`config.mk`:
```
export PLATFORM = sky130hd
export DESIGN_NAME = flash_self_program_ctrl
export DESIGN_NICKNAME = d
export VERILOG_FILES = /design/src/spm_pkg.sv /design/src/flash_self_program_ctrl.sv
export SDC_FILE = /design/constraint.sdc
export NUM_CORES = 1
export LEC_CHECK = 0
export CORE_MARGIN = 2
export CORE_UTILIZATION = 58
export DETAILED_ROUTE_END_ITERATION = 10
export DONT_BUFFER_PORTS = 1
export PLACE_DENSITY = 0.77
export SLEW_MARGIN = 10
export SYNTH_ARGS = -nofsm -noshare
export SYNTH_HDL_FRONTEND = slang
export SYNTH_SLANG_ARGS = --single-unit
```
`constraint.sdc`:
```
create_clock -name clock -period 6.55 [get_ports clock]
set_input_delay 0.9825 -clock clock [delete_from_list [all_inputs] [get_ports clock]]
set_output_delay 0.9825 -clock clock [all_outputs]
set_load 0.05 [all_outputs]
```
`src/spm_pkg.sv`:
```
// Purpose: Shared constants for the flash self-programming controller
// Assumes: Core clock of 40 MHz
// Notes: Register sits at its documented I/O offset
package spm_pkg;
    localparam logic [7:0] SPM_CSR_OFFSET = 8'h37;
    localparam logic [7:0] SPM_CSR_RESET = 8'h00;
    // Field positions
    localparam int BIT_IRQ_EN = 7;
    localparam int BIT_RWW_BUSY = 6;
    localparam int BIT_RWW_RE = 4;
    localparam int BIT_LFSEL = 3;
    localparam int BIT_PAGE_WRITE_CMD = 2;
    localparam int BIT_PAGE_ERASE_CMD = 1;
    localparam int BIT_SPEN = 0;
    // Accepted command patterns in the low five bits
    localparam logic [4:0] CMD_LFREAD = 5'h09;
    localparam logic [4:0] CMD_RWWRE = 5'h11;
    localparam logic [4:0] CMD_WRITE = 5'h05;
    localparam logic [4:0] CMD_ERASE = 5'h03;
    localparam logic [4:0] CMD_FILL = 5'h01;
    // Lock/fuse readout selectors
    localparam logic [15:0] SEL_FUSE_LO = 16'h0000;
    localparam logic [15:0] SEL_LOCK = 16'h0001;
    localparam logic [15:0] SEL_FUSE_EXT = 16'h0002;
    localparam logic [15:0] SEL_FUSE_HI = 16'h0003;
    // Timing
    localparam int CLK_HZ = 40_000_000;
    localparam int ARM_CYCLES = 4;
    localparam int LPM_CYCLES = 3;
    localparam int PROG_MIN_US = 3700;
    localparam int PROG_MAX_US = 4500;
    // Aim at the midpoint, inside both bounds
    localparam int PROG_CYCLES =
        ((PROG_MIN_US + PROG_MAX_US) / 2) * (CLK_HZ / 1_000_000);
endpackage : spm_pkg
```
`src/flash_self_program_ctrl.sv`:
```
// Purpose: Flash self-programming sequencer with control/status register
// Assumes: CPU core drives I/O strobes and spm/lpm strobes on clock
// Notes: Flash array itself sits outside; this block issues its commands
module flash_self_program_ctrl
    import spm_pkg::*;
#(
    parameter bit HAS_RWW = 1'b1,
    parameter int PAGE_WORD_BITS = 5,
    parameter int PROG_COUNT = PROG_CYCLES,
    parameter logic [15:0] HALT_START = 16'h1800,
    parameter logic [15:0] BOOT_START = 16'h1C00
) (
    input wire logic clock,
    input wire logic resetn,
    input wire logic io_wr,
    input wire logic io_rd,
    input wire logic [7:0] io_addr,
    input wire logic [7:0] io_wdata,
    output logic [7:0] io_rdata,
    input wire logic global_interrupt_flag,
    input wire logic eeprom_write_busy,
    input wire logic spm_exec,
    input wire logic lpm_exec,
    input wire logic [15:0] pc_word,
    input wire logic [15:0] flash_address_pointer,
    input wire logic [15:0] data_pair,
    input wire logic [1:0] lock_bits,
    input wire logic [7:0] fuse_low,
    input wire logic [7:0] fuse_high,
    input wire logic [7:0] fuse_ext,
    output logic lpm_override,
    output logic [7:0] lpm_data,
    output logic buf_wr,
    output logic [PAGE_WORD_BITS-1:0] buf_word,
    output logic [15:0] buf_data,
    output logic buf_clear,
    output logic flash_erase,
    output logic flash_write,
    output logic [15:0] flash_page_addr,
    output logic cpu_halt,
    output logic rww_blocked,
    output logic spm_ready_irq
);
    ////////////////////////////////////////////////////////////////////
    // Sequencer states
    // IDLE: no command held, command bits read zero
    // ARMED: command held, store/load window counting down
    // PROG: erase or write running, command bits held for polling
    // Only one command lives at a time; command bits written while busy are dropped
    typedef enum logic [1:0] {IDLE, ARMED, PROG} st_t;

    st_t state_r, state_nxt;
    logic [4:0] cmd_r, cmd_nxt;
    logic irq_en_r, irq_en_nxt;
    logic rww_busy_r, rww_busy_nxt;
    logic fill_r, fill_nxt;
    logic halt_r, halt_nxt;
    logic [2:0] win_r, win_nxt;
    logic [22:0] prog_cnt_r, prog_cnt_nxt;
    logic [15:0] page_r, page_nxt;
    logic lpm_ov_r, lpm_ov_nxt;
    logic [7:0] lpm_data_r, lpm_data_nxt;
    logic bw_r, bw_nxt, bc_r, bc_nxt, fe_r, fe_nxt, fw_r, fw_nxt;
    logic [PAGE_WORD_BITS-1:0] bword_r, bword_nxt;
    logic [15:0] bdata_r, bdata_nxt;

    logic ee_s1_r, ee_busy_r;
    logic csr_wr, cmd_ok, spm_ok, from_boot, tgt_halt;
    logic [7:0] sel_val;

    ////////////////////////////////////////////////////////////////////
    // EEPROM busy is a level from another block; synchronise it
    // Two flops, since the EEPROM writer may run from another clock
    // Costs two cycles of lag on the interrupt and on command refusal
    always_ff @(posedge clock or negedge resetn) begin
        if (!resetn) begin
            ee_s1_r <= 1'b0;
            ee_busy_r <= 1'b0;
        end else begin
            ee_s1_r <= eeprom_write_busy;
            ee_busy_r <= ee_s1_r;
        end
    end

    // Decode
    assign csr_wr = io_wr && (io_addr == SPM_CSR_OFFSET);
    // pattern filter
    // Bits 7 and 6 never take part in the pattern match
    assign cmd_ok = (io_wdata[4:0] == CMD_LFREAD) ||
                    (io_wdata[4:0] == CMD_RWWRE) ||
                    (io_wdata[4:0] == CMD_WRITE) ||
                    (io_wdata[4:0] == CMD_ERASE) ||
                    (io_wdata[4:0] == CMD_FILL);
    // boot inside halting section
    // Boot start sits above halt start, so boot code is never blocked
    assign from_boot = (pc_word >= BOOT_START);
    // halting target halts CPU
    // Compares word addresses only; lowest pointer bit picks a byte
    // Without read-while-write every target counts as halting
    assign tgt_halt = !HAS_RWW || (flash_address_pointer[15:1] >=
                      HALT_START[15:1]);
    assign spm_ok = spm_exec && (state_r == ARMED) && from_boot &&
                    !ee_busy_r;

    // programmed bits read zero
    // Unknown selectors read all ones, like unprogrammed bits
    always_comb begin
        unique case (flash_address_pointer)
            SEL_LOCK: sel_val = {6'h3F, lock_bits};
            SEL_FUSE_LO: sel_val = fuse_low;
            SEL_FUSE_HI: sel_val = fuse_high;
            SEL_FUSE_EXT: sel_val = fuse_ext;
            default: sel_val = 8'hFF;
        endcase
    end

    ////////////////////////////////////////////////////////////////////
    // Command sequencer next state
    // Defaults hold state; strobes and pulses fall back to zero
    // Control write stores the interrupt enable in every state
    always_comb begin
        state_nxt = state_r;
        cmd_nxt = cmd_r;
        irq_en_nxt = irq_en_r;
        rww_busy_nxt = rww_busy_r;
        fill_nxt = fill_r;
        halt_nxt = halt_r;
        win_nxt = win_r;
        prog_cnt_nxt = prog_cnt_r;
        page_nxt = page_r;
        lpm_ov_nxt = 1'b0;
        lpm_data_nxt = lpm_data_r;
        bw_nxt = 1'b0;
        bc_nxt = 1'b0;
        fe_nxt = 1'b0;
        fw_nxt = 1'b0;
        bword_nxt = bword_r;
        bdata_nxt = bdata_r;
        if (csr_wr) begin
            irq_en_nxt = io_wdata[BIT_IRQ_EN];
        end
        unique case (state_r)
            IDLE: begin
                if (csr_wr && cmd_ok && !ee_busy_r) begin
                    cmd_nxt = io_wdata[4:0];
                    win_nxt = 3'(ARM_CYCLES);
                    state_nxt = ARMED;
                end
            end
            ARMED: begin
                // Window counts 4, 3, 2, 1 on the edges after the write
                // Load readout honoured while the count is above one
                win_nxt = win_r - 3'd1;
                if (cmd_r == CMD_LFREAD && lpm_exec && !ee_busy_r &&
                        win_r > 3'(ARM_CYCLES - LPM_CYCLES)) begin
                    lpm_ov_nxt = 1'b1;
                    lpm_data_nxt = sel_val;
                    cmd_nxt = 5'h00;
                    state_nxt = IDLE;
                end else if (spm_ok) begin
                    unique case (cmd_r)
                        CMD_FILL: begin
                            // buffer fill
                            // Pointer bit 0 picks a byte; words start at 1
                            bw_nxt = 1'b1;
                            bword_nxt = flash_address_pointer
                                [PAGE_WORD_BITS:1];
                            bdata_nxt = data_pair;
                            fill_nxt = 1'b1;
                            cmd_nxt = 5'h00;
                            state_nxt = IDLE;
                        end
                        CMD_RWWRE: begin
                            // buffer clear on re-enable
                            // Clear only if words were filled since write
                            bc_nxt = fill_r;
                            fill_nxt = 1'b0;
                            rww_busy_nxt = 1'b0;
                            cmd_nxt = 5'h00;
                            state_nxt = IDLE;
                        end
                        CMD_WRITE, CMD_ERASE: begin
                            fw_nxt = (cmd_r == CMD_WRITE);
                            fe_nxt = (cmd_r == CMD_ERASE);
                            // Page latched here; pointer is free afterwards
                            if (cmd_r == CMD_WRITE) begin
                                fill_nxt = 1'b0;
                            end
                            page_nxt = {flash_address_pointer[15:
                                PAGE_WORD_BITS+1], {PAGE_WORD_BITS+1{1'b0}}};
                            halt_nxt = tgt_halt;
                            rww_busy_nxt = HAS_RWW && !tgt_halt;
                            prog_cnt_nxt = 23'(PROG_COUNT - 1);
                            state_nxt = PROG;
                        end
                        default: begin
                            cmd_nxt = 5'h00;
                            state_nxt = IDLE;
                        end
                    endcase
                end else if (win_r == 3'd1) begin
                    // enable clears on timeout
                    // Unanswered window drops the command quietly
                    cmd_nxt = 5'h00;
                    state_nxt = IDLE;
                end
            end
            PROG: begin
                // enable held during program
                // Counter loads once per operation; no early abort
                // Reset mid-operation drops the count and releases halt
                prog_cnt_nxt = prog_cnt_r - 23'd1;
                if (prog_cnt_r == 23'd0) begin
                    cmd_nxt = 5'h00;
                    halt_nxt = 1'b0;
                    state_nxt = IDLE;
                end
            end
            default: state_nxt = IDLE;
        endcase
    end


    // Register the sequencer; reset matches the control reset value
    always_ff @(posedge clock or negedge resetn) begin
        if (!resetn) begin
            state_r <= IDLE;
            cmd_r <= SPM_CSR_RESET[4:0];
            irq_en_r <= SPM_CSR_RESET[BIT_IRQ_EN];
            rww_busy_r <= 1'b0;
            fill_r <= 1'b0;
            halt_r <= 1'b0;
            win_r <= 3'd0;
            prog_cnt_r <= 23'd0;
            page_r <= 16'h0000;
            lpm_ov_r <= 1'b0;
            lpm_data_r <= 8'h00;
            bw_r <= 1'b0;
            bc_r <= 1'b0;
            fe_r <= 1'b0;
            fw_r <= 1'b0;
            bword_r <= '0;
            bdata_r <= 16'h0000;
        end else begin
            state_r <= state_nxt;
            cmd_r <= cmd_nxt;
            irq_en_r <= irq_en_nxt;
            rww_busy_r <= rww_busy_nxt;
            fill_r <= fill_nxt;
            halt_r <= halt_nxt;
            win_r <= win_nxt;
            prog_cnt_r <= prog_cnt_nxt;
            page_r <= page_nxt;
            lpm_ov_r <= lpm_ov_nxt;
            lpm_data_r <= lpm_data_nxt;
            bw_r <= bw_nxt;
            bc_r <= bc_nxt;
            fe_r <= fe_nxt;
            fw_r <= fw_nxt;
            bword_r <= bword_nxt;
            bdata_r <= bdata_nxt;
        end
    end

    ////////////////////////////////////////////////////////////////////
    // Register read and outputs
    // Reserved bit 5 and unmapped reads return zero
    always_comb begin
        io_rdata = 8'h00;
        if (io_rd && io_addr == SPM_CSR_OFFSET) begin
            io_rdata[4:0] = cmd_r;
            io_rdata[BIT_IRQ_EN] = irq_en_r;
            io_rdata[BIT_RWW_BUSY] = HAS_RWW && rww_busy_r;
        end
    end

    // quiet during EEPROM or SPM
    // Any held command carries the enable bit, so it masks the request
    assign spm_ready_irq = irq_en_r && global_interrupt_flag &&
                           !cmd_r[BIT_SPEN] && !ee_busy_r;

    // Pulse outputs come straight from flops; one clean cycle each
    // Halt and busy are levels held by the sequencer registers
    assign cpu_halt = halt_r;
    assign rww_blocked = HAS_RWW && rww_busy_r;
    assign lpm_override = lpm_ov_r;
    assign lpm_data = lpm_data_r;
    assign buf_wr = bw_r;
    assign buf_word = bword_r;
    assign buf_data = bdata_r;
    assign buf_clear = bc_r;
    assign flash_erase = fe_r;
    assign flash_write = fw_r;
    assign flash_page_addr = page_r;
endmodule : flash_self_program_ctrl

```
# == Word level (Yosys, flattened, before mapping) ==
# Cells that the tools add are included.
# word_totals
out_inout_bits,61
input_bits,98
regBits,83
wordCells,138
# classes
n_eq_ne,25
n_lt_le_gt_ge,3
add_sub_neg,2
reduce_logical,39
bitwise_logic,1
muxes,49
# ops
operator,n
$mux W23,3
$pmux W23 S2,1
$mux W5,7
$eq A16 B2 Y1 const B,2
$pmux W8 S4,1
$logic_not A23 Y1,1
$mux W1,23
$sub A23 B1 Y23 const B,1
$eq A16 B1 Y1 const B,1
$ge A16 B13 Y1 const B,1
$logic_not A16 Y1,1
$reduce_and A4 Y1,4
$ge A15 B12 Y1 const B,1
$pmux W5 S3,1
$reduce_and A5 Y1,3
$mux W2,7
$logic_and A1 B1 Y1,13
$eq A5 B1 Y1 const B,2
$eq A5 B2 Y1 const B,2
$eq A5 B3 Y1 const B,2
$eq A5 B4 Y1 const B,2
$eq A5 B5 Y1 const B,2
$ne A2 B2 Y1 const B,5
$eq A8 B6 Y1 const B,1
other kinds (22),32

# == Longest topological paths before layout ==
# logic_depth
ltp_word,9
ltp_mapped,10

# == Least setup slack after synthesis ==
# OpenSTA, ideal clock, no wires.
# synth_timing
path_type,input to output
start,input io_addr[3]
end,output io_rdata[0]
stages,3
setup_slack_ns,3.340
required_ns,5.568
arrival_time_ns,2.228
cell_sequence,nand4b_1 nor4_1 and3_1
# synth_between
elab_chain_cells,3
# synth_lines
item,line,rtl
"start, declared",flash_self_program_ctrl.sv:17,"input wire logic [7:0] io_addr,"
$eq A8 B6 Y1,flash_self_program_ctrl.sv:270,if (io_rd && io_addr == SPM_CSR_OFFSET) begin
$logic_and A1 B1 Y1,flash_self_program_ctrl.sv:270,
$mux W5,flash_self_program_ctrl.sv:270,
"end, declared",flash_self_program_ctrl.sv:19,"output logic [7:0] io_rdata,"
# No other way between the ends.

# == Worst setup path in the final report ==
# layout_timing
start,input io_addr[3]
end,output io_rdata[1]
# The elaborated chain is that of the path after synthesis.

==> results.md <==
| Metric | This run | Unit |
| --- | --- | --- |
| Netlist Area Pre-Place | 0.00417 | mm2 |
| Vias in the first global route | 2693 | - |
| Final worst hold slack | 0.317 | ns |
| Global routing usage on met2 | 35.1 | % |
| Transition time of the tightest slew-check pin | 1.13 | ns |
| Routed len/inst | 18.0 | um |
| Final critical-path share of the clock period | 53.2 | % |
| Critical Path AT | 2.50 | ns |
| Sequential-to-total area share from yosys stat | 49.8 | % |
| Number of top-level pins | 159 | - |
| Routability Congestion | 0.809 | - |
| Avg Vias per Cell | 5.94 | - |
| Proportion of layout cells with a drive suffix above 1 | 16.3 | % |
| Total routing resource utilization after global routing | 23.3 | % |
| Unrepaired setup endpoints after global routing | false | - |
| Total clock buffers created by CTS | 9 | - |
| Max-slew violation count | 0 | - |
| Total number of placement rows | 30 | - |
| Setup TNS | 0 | ns |
| Drc violations | 0 | - |
| Highest ir drop seen on vdd | 0.000160 | V |
| First-pass GRT wire length | 13600 | um |
| Number of clock sinks | 83 | - |
| Sum of overflow across all layers after global routing | 0 | - |
| Worst-skew pair later-pin latency | 0.35 | ns |
| Number of routed nets with antenna violations | 0 | - |
| Peak-usage layer in the global routing report | met2 | - |
| Post-route insts no fill | 494 | - |
| Initial core utilization | 60.8 | % |
| Core Box Area | 0.00687 | mm2 |
| CP max FO | 9 | - |
| Startpoint kind of the worst setup timing path | input pin | - |
| Width of the die | 88.8 | um |
| Total number of vias | 2932 | - |
| Setup slack of the worst register-to-register path | 3.25 | ns |
| Cell Chain, Critical Path | nand4b_1, nor4_1, and3_1 | - |
| Cell with the biggest individual delay on the critical path | nor4_1 | - |
| Number of input and output port buffers inserted | 0 | - |
| Placed Instances | 478 | - |
| Area grow syn2layout | 5.61 | % |
| Portion of synthesized cell area occupied by the leading cell type | 49.8 | % |
| Final min period | 3.48 | ns |
| Final Skew | 0.00822 | ns |
| Post-CTS sizing | 0 | - |
| Quantity of hold-fixing buffers added after cts | 0 | - |
| Class of the tightest hold or removal check | input pin to async pin | - |
| Critical path class | input pin to primary output | - |
| Status | completed | - |
| Maximum number of pins on one net before global-route repair | 84 | - |
| Number of max-cap violations | 0 | - |
| Post-synth ARST share | 100 | % |
| Slowest stage delay, CP | 0.78 | ns |
| Final net count | 499 | - |
| Rel. slew slack | 24.7 | % |
| Count of flip-flops with a built-in enable after synthesis | 0 | - |
| Largest area contributor in the synthesized netlist | dfrtp_1 | - |
| Level count of the clock H-tree | 3 | - |
| Post-synth top flop | dfrtp_1 | - |
| Initial antenna violation count | 0 | - |
| Post-Syn Area per Cell | 10.5 | um2 |
| Die footprint | 0.00789 | mm2 |
| Maximum number of buffers from clock root to sink | 2 | - |
| Synth Instances | 396 | - |
| Total of flip-flops plus latches after synthesis | 83 | - |
| PwrDens | 211 | mW/mm2 |
| Worst-path clk slew | 0.08 | ns |
| Post-Place Worst Slack | 3.05 | ns |
| Antenna diode count | 0 | - |
| Fmax | 0.287 | GHz |
| Number of library cell types mapped by synthesis | 52 | - |
| TritonCTS clock tree | built | - |
| Drt first-iter violations | 207 | - |
| Most area-consuming cells after synthesis | dfrtp_1, mux2_2, nand2_1, xnor2_1, ha_1 | - |
| Final HPWL from detailed placement | 6510 | um |
| Post CTS Setup Buffer Count | 0 | - |
| Worst Setup Slack, final | 3.07 | ns |
| Required time at the endpoint of the critical path | 5.57 | ns |
| Static power due to leakage | 2.18 | nW |
| Met3 routing resource usage after global routing | 8.02 | % |
| Root cell of the clock tree | clkbuf_8 | - |
| Die height | 88.8 | um |
| Number of iterations in the first detailed-routing pass | 4 | - |
| Yosys synthesis warning count | 0 | - |
| Sort of element at the end of the critical path | primary output | - |
| Final count of hold timing violations | 0 | - |
| GR Util met1 | 32.1 | % |
| Post-Route WL | 8870 | um |
| Count of endpoints failing setup in the final report | 0 | - |
| End-of-flow core utilization | 64.2 | % |
final timing paths:
check	from	to	cells past startpoint
max	io_addr[3]	io_rdata[1]	3
min reg2reg	ee_s1_r	ee_busy_r	0
min in group clock	ee_s1_r	ee_busy_r	0
min	resetn	cmd_r[0]	0
max in group asynchronous	resetn	cmd_r[2]	0
max reg2reg	state_r[1]	prog_cnt_r[9]	8
registers in the layout, summed over array words and instances (netlist names):
| name | count |
|---|---|
| buf_clear | 1 |
| buf_data | 16 |
| buf_word | 5 |
| buf_wr | 1 |
| cmd_r | 5 |
| cpu_halt | 1 |
| ee_busy_r | 1 |
| ee_s1_r | 1 |
| fill_r | 1 |
| flash_erase | 1 |
| flash_page_addr | 10 |
| flash_write | 1 |
| irq_en_r | 1 |
| lpm_data | 8 |
| lpm_override | 1 |
| prog_cnt_r | 23 |
| rww_blocked | 1 |
| state_r | 2 |
| win_r | 3 |
logic make-up after synthesis:
| family | after synthesis | synth area share, % |
|---|---|---|
| other cells | 1 | 0.0898 |
| flops | 83 | 49.8 |
| fa+ha+maj | 8 | 2.40 |
| xor+xnor | 17 | 3.57 |
| simple gates | 158 | 20.0 |
| buf+inv | 33 | 3.60 |
| compound gates | 58 | 9.92 |
| mux | 38 | 10.7 |
placed cells by master, fill, tap and decap left out, drive strengths merged, types with 3 or more instances in the layout:
cell    synthesis  layout
dfrtp          83      83
nand2          56      56
mux2           33      33
nor2           24      24
nor3           15      15
o21ai          14      14
xnor2          13      13
inv            12      12
a21oi          11      11
clkbuf         14      11
nor2b           9       9
nor4            8       8
ha              8       8
and3            7       7
a21o            7       7
conb            1       7
o22ai           6       6
nand3           5       5
or2             5       5
nand2b          5       5
or3             4       4
o41ai           4       4
xor2            4       4
nor4b           4       4
or4             4       4
a31oi           3       3
mux2i           3       3
a211oi          3       3
clkinv          0       3
layer usage:
layer  wire length (um)  part of all wire (%)
met3                621                   7.0
met2               4410                    50
met1               3740                    42
met5                  0                     0
met4                104                   1.2
area by class of cell:
cell class / instances / area [um2]
repair buffers: 1 / 7.51
clock buffers: 11 / 151
fillers: 565 / 2460
inverters: 12 / 45.0
multi-input cells: 286 / 1970
clock inverters: 5 / 37.5
flip-flops and latches: 83 / 2080
well taps: 96 / 120
cell usage after synthesis, drive strengths merged (3+ instances only):
| cell type | count |
|---|---|
| ha | 8 |
| buf | 7 |
| xnor2 | 13 |
| o22ai | 6 |
| nor2b | 9 |
| o41ai | 4 |
| a21o | 7 |
| o21ai | 14 |
| nor2 | 24 |
| nor3 | 15 |
| nand3 | 5 |
| dfrtp | 83 |
| xor2 | 4 |
| nor4 | 8 |
| or3 | 4 |
| nor4b | 4 |
| mux2 | 33 |
| a31oi | 3 |
| clkbuf | 14 |
| nand2b | 5 |
| and3 | 7 |
| mux2i | 3 |
| or4 | 4 |
| inv | 12 |
| or2 | 5 |
| a21oi | 11 |
| nand2 | 56 |
| a211oi | 3 |
metrics by stage:
| stage | area, um2 | power (mW) |
|---|---|---|
| floorplan | 4200 | 0.589 |
| global placement | 4220 | 0.590 |
| detailed placement | 4220 | 0.593 |
| CTS | 4410 | 0.930 |
| global route | 4410 | 0.957 |
| finish | 4410 | 0.928 |
report_power, final:
group | total [mW] | switching [mW] | leakage [nW] | internal [mW]
combinational | 0.0477 | 0.0253 | 0.964 | 0.0225
sequential | 0.535 | 0.0154 | 1.13 | 0.520
clock | 0.345 | 0.186 | 0.0915 | 0.159
critical path, delay by kind of cell:
family	cells	cell delay, ns
simple gates	3	1.52
Power figures use the tool's default switching activity.
